### config.mk
export PLATFORM = sky130hd
export DESIGN_NAME = ccl_comparator_control
export DESIGN_NICKNAME = d
export VERILOG_FILES = /design/src/hdl/ccl_pkg.sv /design/src/hdl/ccl_comparator_control.sv
export SDC_FILE = /design/constraint.sdc
export NUM_CORES = 1
export LEC_CHECK = 0
export BUFFER_PORTS_ARGS = -buffer_cell sky130_fd_sc_hd__buf_2
export CORE_UTILIZATION = 46
export CTS_BUF_LIST = sky130_fd_sc_hd__clkbuf_8
export DETAILED_ROUTE_END_ITERATION = 10
export PLACE_DENSITY = 0.86
export SETUP_SLACK_MARGIN = 0.3
export SYNTH_ARGS = -nofsm -noshare
export SYNTH_HDL_FRONTEND = slang
export SYNTH_SLANG_ARGS = --single-unit
### constraint.sdc
create_clock -name pclk -period 2.4 [get_ports pclk]
set_clock_uncertainty 0.05 [all_clocks]
set_input_delay 0.48 -clock pclk [delete_from_list [all_inputs] [get_ports pclk]]
set_output_delay 0.48 -clock pclk [all_outputs]
set_load 0.01 [all_outputs]
### src/hdl/ccl_pkg.sv
// Package: register map, field layout and constants of the comparator control
package ccl_pkg;
    // -------------------------------------------------------------------
    // Register indices (byte address is four times the index)
    // -------------------------------------------------------------------
    localparam logic [3:0] IDX_STATUS = 4'h3;
    localparam logic [3:0] IDX_CTRL = 4'h7;
    localparam logic [3:0] IDX_PINDIR = 4'h8;
    localparam logic [3:0] IDX_TMROPT = 4'h9;
    localparam int ADDR_LSB = 2;
    localparam int ADDR_W = 6;

    // -------------------------------------------------------------------
    // Reset values and field positions
    // -------------------------------------------------------------------
    localparam logic [7:0] CTRL_POR = 8'hFF;
    localparam logic [3:0] PINDIR_RST = 4'hF;
    localparam logic [1:0] TMROPT_RST = 2'h3;
    localparam int STAT_PIN_WAKE = 7;
    localparam int STAT_CMP_WAKE = 6;
    localparam int PINDIR_SHARED = 2;
    localparam int CTRL_WR_MSB = 6;

    // Instruction cycle is this many core clocks
    localparam int INSTR_DIV_DEF = 4;

    // Comparator control register layout, bit 7 down to bit 0
    typedef struct packed {
        logic compare_result;
        logic result_pin_enable_n;
        logic output_invert_n;
        logic cmp_timer_clk_select;
        logic compare_power_on;
        logic neg_input_select;
        logic pos_input_select;
        logic change_wake_enable_n;
    } ccl_ctrl_t;

    // Timer option bits kept beside the comparator
    typedef struct packed {
        logic timer_clk_select;
        logic count_edge_select;
    } ccl_tmropt_t;
endpackage

### src/hdl/ccl_comparator_control.sv
// Comparator control logic: APB registers, pin steering, timer source, wake
`timescale 1ns/10ps
module ccl_comparator_control #(
    parameter int INSTR_DIV = ccl_pkg::INSTR_DIV_DEF
) (
    input wire logic pclk,
    input wire logic presetn,
    input wire logic psel,
    input wire logic penable,
    input wire logic pwrite,
    input wire logic [31:0] paddr,
    input wire logic [31:0] pwdata,
    output logic [31:0] prdata,
    output logic pready,
    output logic pslverr,
    input wire logic compare_raw,
    input wire logic ext_count_pin,
    input wire logic sleep_mode,
    input wire logic other_reset,
    input wire logic reset_cause_wake,
    input wire logic pin_change_wake,
    output logic compare_power_on,
    output logic neg_input_select,
    output logic pos_input_select,
    output logic shared_output_pin_o,
    output logic shared_output_pin_oe,
    output logic timer_tick,
    output logic compare_wake
);
    // -------------------------------------------------------------------
    // Declarations
    // -------------------------------------------------------------------
    ccl_pkg::ccl_ctrl_t ctrl_reg;
    ccl_pkg::ccl_tmropt_t tmropt_reg;
    logic [3:0] pindir_reg;
    logic pin_wake_reg;
    logic cmp_wake_reg;
    logic cmp_meta_reg;
    logic cmp_sync_reg;
    logic pin_meta_reg;
    logic pin_sync_reg;
    logic latched_reg;
    logic armed_reg;
    logic src_prev_reg;
    logic [7:0] div_reg;
    logic instr_en;
    logic result;
    logic on;
    logic feedback;
    logic count_src;
    logic wake_event;
    logic setup;
    logic access;
    logic [3:0] idx;
    logic mapped;
    logic [7:0] rdata_next;

    // Divider counter is eight bits wide
    if (INSTR_DIV < 2 || INSTR_DIV > 256) begin : g_div_check
        $error("INSTR_DIV must lie in 2..256");
    end

    // -------------------------------------------------------------------
    // Input synchronisers
    // -------------------------------------------------------------------
    // two-stage result sync
    always_ff @(posedge pclk or negedge presetn) begin
        if (!presetn) begin
            cmp_meta_reg <= 1'b0;
            cmp_sync_reg <= 1'b0;
            pin_meta_reg <= 1'b0;
            pin_sync_reg <= 1'b0;
        end else begin
            cmp_meta_reg <= compare_raw;
            cmp_sync_reg <= cmp_meta_reg;
            pin_meta_reg <= ext_count_pin;
            pin_sync_reg <= pin_meta_reg;
        end
    end

    // -------------------------------------------------------------------
    // Effective control decode
    // -------------------------------------------------------------------
    // power bit gates every other control
    assign on = ctrl_reg.compare_power_on;
    assign result = on & (cmp_sync_reg ^ ~ctrl_reg.output_invert_n);
    // driven pin loops into count input
    assign feedback = on & ctrl_reg.cmp_timer_clk_select
        & ~ctrl_reg.result_pin_enable_n;

    // Timer source select; off means comparator settings are void
    always_comb begin
        count_src = feedback ? result : pin_sync_reg;
        // count pin when off, or when select and pin disable both set
        // powered off, the count pin whatever the timer select
        if (on && !(ctrl_reg.cmp_timer_clk_select
                && ctrl_reg.result_pin_enable_n)) begin
            count_src = result;
        end
    end

    // -------------------------------------------------------------------
    // Instruction cycle divider
    // -------------------------------------------------------------------
    // Enable pulse instead of a derived clock keeps one domain
    always_ff @(posedge pclk or negedge presetn) begin
        if (!presetn) begin
            div_reg <= 8'h00;
        end else if (div_reg == 8'(INSTR_DIV - 1)) begin
            div_reg <= 8'h00;
        end else begin
            div_reg <= div_reg + 8'h01;
        end
    end
    assign instr_en = (div_reg == 8'(INSTR_DIV - 1));

    // -------------------------------------------------------------------
    // Timer tick generation
    // -------------------------------------------------------------------
    // Edge of selected source, edge choice from the option bit
    always_ff @(posedge pclk or negedge presetn) begin
        if (!presetn) begin
            src_prev_reg <= 1'b0;
            timer_tick <= 1'b0;
        end else begin
            src_prev_reg <= count_src;
            // instruction clock when select is zero
            if (!tmropt_reg.timer_clk_select) begin
                timer_tick <= instr_en;
            end else if (tmropt_reg.count_edge_select) begin
                timer_tick <= src_prev_reg & ~count_src;
            end else begin
                timer_tick <= ~src_prev_reg & count_src;
            end
        end
    end

    // -------------------------------------------------------------------
    // Shared output pin and analog controls
    // -------------------------------------------------------------------
    // Registered so the pin never glitches on decode
    always_ff @(posedge pclk or negedge presetn) begin
        if (!presetn) begin
            shared_output_pin_o <= 1'b0;
            shared_output_pin_oe <= 1'b0;
            compare_power_on <= 1'b0;
            neg_input_select <= 1'b1;
            pos_input_select <= 1'b1;
        end else begin
            shared_output_pin_o <= result;
            if (on && !ctrl_reg.result_pin_enable_n) begin
                shared_output_pin_oe <= 1'b1;
            end else if (tmropt_reg.timer_clk_select) begin
                shared_output_pin_oe <= 1'b0;
            end else begin
                shared_output_pin_oe <= ~pindir_reg[ccl_pkg::PINDIR_SHARED];
            end
            // held down while a reset is active
            // sleep does not power it down
            compare_power_on <= on & ~other_reset;
            neg_input_select <= ctrl_reg.neg_input_select | ~on;
            pos_input_select <= ctrl_reg.pos_input_select | ~on;
        end
    end

    // -------------------------------------------------------------------
    // APB decode
    // -------------------------------------------------------------------
    assign setup = psel & ~penable;
    assign access = psel & penable & pready;
    assign idx = paddr[ccl_pkg::ADDR_LSB +: 4];
    assign mapped = (paddr[31:ccl_pkg::ADDR_W] == '0)
        && (paddr[ccl_pkg::ADDR_LSB-1:0] == 2'h0)
        && (idx == ccl_pkg::IDX_STATUS || idx == ccl_pkg::IDX_CTRL
            || idx == ccl_pkg::IDX_PINDIR || idx == ccl_pkg::IDX_TMROPT);

    // Read mux; unused status bits read zero
    always_comb begin
        rdata_next = 8'h00;
        unique case (idx)
            ccl_pkg::IDX_STATUS: begin
                // wake flags in the top two bits
                rdata_next[ccl_pkg::STAT_PIN_WAKE] = pin_wake_reg;
                rdata_next[ccl_pkg::STAT_CMP_WAKE] = cmp_wake_reg;
            end
            ccl_pkg::IDX_CTRL: begin
                // live result in the top bit
                rdata_next = {result, ctrl_reg[6:0]};
            end
            ccl_pkg::IDX_PINDIR: rdata_next = {4'h0, pindir_reg};
            ccl_pkg::IDX_TMROPT: rdata_next = {6'h00, tmropt_reg};
            default: rdata_next = 8'h00;
        endcase
        if (!mapped) begin
            rdata_next = 8'h00;
        end
    end

    // Answer prepared in setup: access phase always completes at once
    always_ff @(posedge pclk or negedge presetn) begin
        if (!presetn) begin
            pready <= 1'b0;
            pslverr <= 1'b0;
            prdata <= 32'h0000_0000;
        end else begin
            pready <= setup;
            pslverr <= setup & ~mapped;
            if (setup && !pwrite) begin
                prdata <= {24'h00_0000, rdata_next};
            end
        end
    end

    // -------------------------------------------------------------------
    // Control registers
    // -------------------------------------------------------------------
    // only power-on reset loads ones into the control register
    always_ff @(posedge pclk or negedge presetn) begin
        if (!presetn) begin
            ctrl_reg <= ccl_pkg::CTRL_POR;
            pindir_reg <= ccl_pkg::PINDIR_RST;
            tmropt_reg <= ccl_pkg::TMROPT_RST;
        end else if (other_reset) begin
            // Direction and option return to defaults, control kept
            pindir_reg <= ccl_pkg::PINDIR_RST;
            tmropt_reg <= ccl_pkg::TMROPT_RST;
        end else if (access && pwrite && !pslverr) begin
            if (idx == ccl_pkg::IDX_CTRL) begin
                ctrl_reg[ccl_pkg::CTRL_WR_MSB:0] <=
                    pwdata[ccl_pkg::CTRL_WR_MSB:0];
            end
            if (idx == ccl_pkg::IDX_PINDIR) begin
                pindir_reg <= pwdata[3:0];
            end
            if (idx == ccl_pkg::IDX_TMROPT) begin
                tmropt_reg <= pwdata[1:0];
            end
        end
    end

    // -------------------------------------------------------------------
    // Wake detection
    // -------------------------------------------------------------------
    // reading the control register latches result
    always_ff @(posedge pclk or negedge presetn) begin
        if (!presetn) begin
            latched_reg <= 1'b0;
            armed_reg <= 1'b0;
        end else if (other_reset) begin
            armed_reg <= 1'b0;
        end else if (access && !pwrite && !pslverr
                && idx == ccl_pkg::IDX_CTRL) begin
            latched_reg <= prdata[7];
            armed_reg <= 1'b1;
        end
    end

    // change in sleep after a read
    assign wake_event = ~ctrl_reg.change_wake_enable_n & on & armed_reg
        & sleep_mode & (result != latched_reg);

    // set wins over a clear in the same cycle
    // a wake-caused reset keeps the flags
    always_ff @(posedge pclk or negedge presetn) begin
        if (!presetn) begin
            cmp_wake_reg <= 1'b0;
            pin_wake_reg <= 1'b0;
            compare_wake <= 1'b0;
        end else begin
            // One pulse per wake, not for as long as the change persists
            compare_wake <= wake_event & ~cmp_wake_reg;
            if (wake_event) begin
                cmp_wake_reg <= 1'b1;
            end else if (other_reset && !reset_cause_wake) begin
                cmp_wake_reg <= 1'b0;
            end else if (access && pwrite && idx == ccl_pkg::IDX_STATUS
                    && !pslverr && !pwdata[ccl_pkg::STAT_CMP_WAKE]) begin
                cmp_wake_reg <= 1'b0;
            end
            if (pin_change_wake) begin
                pin_wake_reg <= 1'b1;
            end else if (other_reset && !reset_cause_wake) begin
                pin_wake_reg <= 1'b0;
            end else if (access && pwrite && idx == ccl_pkg::IDX_STATUS
                    && !pslverr && !pwdata[ccl_pkg::STAT_PIN_WAKE]) begin
                pin_wake_reg <= 1'b0;
            end
        end
    end

    // -------------------------------------------------------------------
    // Assertions
    // -------------------------------------------------------------------
    a_result_read: assert property (@(posedge pclk) disable iff (!presetn)
        setup && !pwrite && mapped && idx == ccl_pkg::IDX_CTRL
        |=> prdata[7] == $past(result))
        else $error("result bit read wrong");
    a_result_ro: assert property (@(posedge pclk) disable iff (!presetn)
        ##1 ctrl_reg.compare_result == 1'b1)
        else $error("result bit was written");
    a_pin_drive: assert property (@(posedge pclk) disable iff (!presetn)
        on && !ctrl_reg.result_pin_enable_n
        |=> shared_output_pin_oe && shared_output_pin_o == $past(result))
        else $error("pin not driven with result");
    a_pin_priority: assert property (@(posedge pclk) disable iff (!presetn)
        on && ctrl_reg.result_pin_enable_n && tmropt_reg.timer_clk_select
        |=> !shared_output_pin_oe)
        else $error("pin driven while disabled");
    a_polarity: assert property (@(posedge pclk) disable iff (!presetn)
        on |=> shared_output_pin_o
            == ($past(cmp_sync_reg) ^ !$past(ctrl_reg.output_invert_n)))
        else $error("polarity wrong");
    a_timer_instr: assert property (@(posedge pclk) disable iff (!presetn)
        !tmropt_reg.timer_clk_select ##1 !tmropt_reg.timer_clk_select
        |-> timer_tick == $past(instr_en))
        else $error("instruction tick wrong");
    a_power_reset: assert property (@(posedge pclk) disable iff (!presetn)
        other_reset |=> !compare_power_on)
        else $error("powered during reset");
    a_ctrl_keep: assert property (@(posedge pclk) disable iff (!presetn)
        other_reset |=> $stable(ctrl_reg))
        else $error("control changed by reset");
    a_wake_cause: assert property (@(posedge pclk) disable iff (!presetn)
        $rose(cmp_wake_reg) |-> $past(sleep_mode) && $past(armed_reg)
        && !$past(ctrl_reg.change_wake_enable_n))
        else $error("wake flag without cause");
    a_wake_clear: assert property (@(posedge pclk) disable iff (!presetn)
        other_reset && !reset_cause_wake && !wake_event |=> !cmp_wake_reg)
        else $error("wake flag not cleared");
endmodule // ccl_comparator_control

# Yosys cells after proc, flatten, opt, wreduce, memory -nomap -nowiden
# Index checks and enable logic that the tools add are counted.
# totals
out_inout_bits	41
register_bits	47
wordCells	128
in_bits	75
# op_classes
addsub	1
n_mux	24
reduce_logical	38
bitwise_logic	29
eq_ne	6
# op_table
cell	count
26-bit zero test	1
6-bit one-hot mux with 3 select lines	1
1-bit logical AND	16
8-bit two-way mux	2
1-bit AND	15
1-bit two-way mux	14
4-bit two-way mux	3
1-bit inverter	11
8-bit by 1-bit adder with 8-bit output (second input constant)	1
4-bit equality test (second input constant)	2
8-bit by 2-bit equality test with 1-bit output (second input constant)	1
2-bit nonzero test	4
1-bit zero test	7
2-bit two-way mux	3
2-bit AND reduction	3
3-bit nonzero test	2
4-bit by 2-bit equality test with 1-bit output (second input constant)	1
4-bit by 3-bit equality test with 1-bit output (second input constant)	1
2-bit one-hot mux with 2 select lines	1
1-bit logical OR	3
3-bit AND reduction	1
2-bit zero test	1
1-bit OR	2
1-bit != test	1
1-bit XOR	1

# Depth between registers and ports, before layout
# logic_depth
ltp_word	9
mapped_depth	5
mapped_depth_nobuf	4

# Worst setup path before layout
# Ideal clock, no wire load.
# synth_timing
kind	flip-flop to flip-flop
startpoint	register ctrl_reg (netlist bit on)
endpoint	register timer_tick
path_slack_ns	0.772
path_stages_with_launch	5
path_buffers	0
arrival_time_ns	1.454
cell_sequence	dfstp_2 > a21boi_0 > mux2_2 > mux2i_1 > mux2_2
# synth_via
elab_chain_cells	8
# synth_lines
item	line	source
start, declared	ccl_comparator_control.sv:33	ccl_pkg::ccl_ctrl_t ctrl_reg;
start signal, assigned	ccl_comparator_control.sv:220	ctrl_reg <= ccl_pkg::CTRL_POR;
start signal, assigned by index	ccl_comparator_control.sv:229	ctrl_reg[ccl_pkg::CTRL_WR_MSB:0] <=
1-bit AND	ccl_comparator_control.sv:88	assign feedback = on & ctrl_reg.cmp_timer_clk_select
1-bit AND	ccl_comparator_control.sv:89	& ~ctrl_reg.result_pin_enable_n;
1-bit two-way mux	ccl_comparator_control.sv:93	count_src = feedback ? result : pin_sync_reg;
1-bit two-way mux *	ccl_comparator_control.sv:96	if (on && !(ctrl_reg.cmp_timer_clk_select
net count_src	ccl_comparator_control.sv:50	logic count_src;
1-bit inverter	ccl_comparator_control.sv:131	timer_tick <= src_prev_reg & ~count_src;
1-bit AND	ccl_comparator_control.sv:131	
1-bit two-way mux *	ccl_comparator_control.sv:130	end else if (tmropt_reg.count_edge_select) begin
1-bit two-way mux *	ccl_comparator_control.sv:128	if (!tmropt_reg.timer_clk_select) begin
end signal, assigned	ccl_comparator_control.sv:129	timer_tick <= instr_en;
end signal, assigned	ccl_comparator_control.sv:131	
end signal, assigned	ccl_comparator_control.sv:133	timer_tick <= ~src_prev_reg & count_src;
end, declared	ccl_comparator_control.sv:27	output logic timer_tick,
# Mark *: on every way through the listed nets, which the timed path passes. The rest lies on a longest branch.
# A chain may end at the register's enable or synchronous reset.

# Worst setup path after layout
# Ends and elaborated chain as after synthesis.

==> reports/results.ini <==
[outcome]
status=complete, no violations

[timing]
timing.slew.headroom_pct=63.1
tightest_slew_ns=0.554
period_needed_ns=1.74
setup_violations=0
grt_setup_unrepaired=no
final_hold_viol_count=0
slew_viol_final=0
setup_tns_ns=0
fin_crit_sh_pct=72.6
worst_hold_slack_ns=0.179
max_freq_ghz=0.574

[global_route]
grt_max_degree=48
grt_pass1_vias=1674
grt_use_total_pct=19.0
grt_first_pass_wirelength_mm=7.53
overflow=0
grt_antenna_before_repair=0

[drt]
vias_per_cell=4.88
dr.pass1.iters=4
drt-wirelength-per-cell_um=13.1
ant_nets=0
drt_iter0_drc=60
wl_mm=4.50
vias=1674
drcViolationCount=0

[synthesis]
yosys_register_bits=47
synthCells=205
ys_seq_area_share_pct=52.0
syn_area_per_cell_um2=11.2
yosys-top-cells-area=dfrtp_1, dfstp_2, buf_4
yosys_warnings=0
ys_types=49
yosys-top-cells-count=dfrtp_1, buf_4, nor2_1
yosysTopAreaCellShare_pct=34.8
synthMostInstantiatedCell=dfrtp_1
async_reset_ff_share_pct=100
synth_edf_count=0
yosys.area.top_type=dfrtp_1
syn-cell-area_um2=2300
ys.flop_type=dfrtp_1

[cts]
cts_sinks=47
cts_setup_buffers=0
htree_levels=2
clockBufferDepth=2
cts_root_buffer=clkbuf_8
hold_buffers=0
cts_made_buffers=5
cts_tree=done
cts.clk_slew.worst_paths_ns=0.09
post_cts_resized=0
insertion_delay_ns=0.31

[final_layout]
finalNonFillerCells=343
drive_above_1_share_pct=39.9
nNetsFinal=351
area_delta_synth_final_pct=17.4
diodes=0

[worst_setup_path]
cp_data_arrival_time_ns=1.89
start_kind=flop
end_kind=flop
path_max_fanout=7
critPathRequiredTime_ns=2.55
crit_type=flop to flop

[power]
leakage_nw=1.32
p_per_area_nw_per_um2=536
vdd.ir_drop.worst_mv=0.250

[die]
rows=25
die_area_um2=5290
die_h_um=72.7
die_x_um=72.7
ios=116
core-area_um2=4750
initial_utilization_pct=48.4

[hold_path]
hp-class=primary input to asynchronous set/reset pin

[placement]
dp.cells=335
dp_hpwl_mm=3.58
place_congestion=0.850
portBuffers=67

[flow_run]
maxCapViolations=0

## final cells by class
| cell class | instances | area [um^2] |
|---|---|---|
| flip-flops and latches | 47 | 1190 |
| fillers | 427 | 2050 |
| multi-input cells | 145 | 955 |
| repair buffers | 68 | 343 |
| inverters | 8 | 30.0 |
| clock inverters | 3 | 25.0 |
| clock buffers | 5 | 68.8 |
| well taps | 67 | 83.8 |
## placed cells by master (no fill, tap or decap), types with 2 or more instances in the layout
master / count
a211o_1: 6
a21boi_0: 2
a21oi_1: 3
a22oi_1: 2
and3_1: 3
buf_2: 67
clkbuf_8: 5
clkinv_4: 2
conb_1: 24
dfrtp_1: 32
dfstp_2: 15
inv_1: 8
mux2_2: 9
mux2i_1: 5
nand2_1: 11
nand2b_1: 3
nand3_1: 7
nand4b_1: 2
nor2_1: 16
nor3_1: 2
nor4_1: 9
o21ai_0: 6
o22ai_1: 2
or2_2: 2
xnor2_1: 7
## worst max-delay path, stage by stage (launching register included)
cell and delay (ns):
dfstp_2 0.61, a21boi_0 0.22, mux2_2 0.38, mux2i_1 0.12, mux2_2 0.25
## path summary, 6_finish.rpt
path                                        start  depth (start not counted)  slack [ns]                 endpoint
setup / recovery                   on$_DFFE_PN1P_                          4        0.66     timer_tick$_DFF_PN0_
hold / removal                            presetn                          2        0.18   cmp_sync_reg$_DFF_PN0_
setup reg to reg                   on$_DFFE_PN1P_                          4        0.66     timer_tick$_DFF_PN0_
hold reg to reg            cmp_meta_reg$_DFF_PN0_                          0        0.30   cmp_sync_reg$_DFF_PN0_
max in group asynchronous                 presetn                          2        1.73  ctrl_reg[0]$_DFFE_PN1P_
min in group pclk                     compare_raw                          1        0.22   cmp_meta_reg$_DFF_PN0_
## through the flow
step	worst slack [ns]	power [mW]	utilization (%)	area (um^2)
global route	0.566	1.51	56.8	2700
global placement	0.523	0.978	54.8	2610
finish	0.658	1.45	56.8	2700
detailed placement	0.469	0.982	54.8	2610
CTS	0.644	1.46	56.8	2700
floorplan	0.772	0.932	-	2390
## report_power, final
part | switching, mW | internal (mW) | total, mW
Clock | 0.272 | 0.208 | 0.481
Combinational | 0.0858 | 0.0584 | 0.144
Sequential | 0.00932 | 0.813 | 0.822
## logic make-up after synthesis
kind of cell               after synthesis  synth area share [%]
muxes                                   14                  6.58
AOI/OAI and AO/OA                       26                  7.78
DFF                                     47                  52.0
xor gates and xnor gates                 8                  3.05
adders and majority gates                1                 0.544
other                                    1                 0.163
and+or+nand+nor                         72                  19.6
buffers and inverters                   36                  10.3
## layer usage
layer / up-vias / GRT usage (%) / share of wire, % / wire (um)
met3: 9 / 5.25 / 4.7 / 213
met2: 52 / 32.8 / 51 / 2310
li1: 817 / - / - / -
met1: 796 / 22.4 / 42 / 1890
met4: 0 / 7.84 / 2.1 / 94
met5: - / 0 / 0 / 0
(Power assumes the default switching activity.)
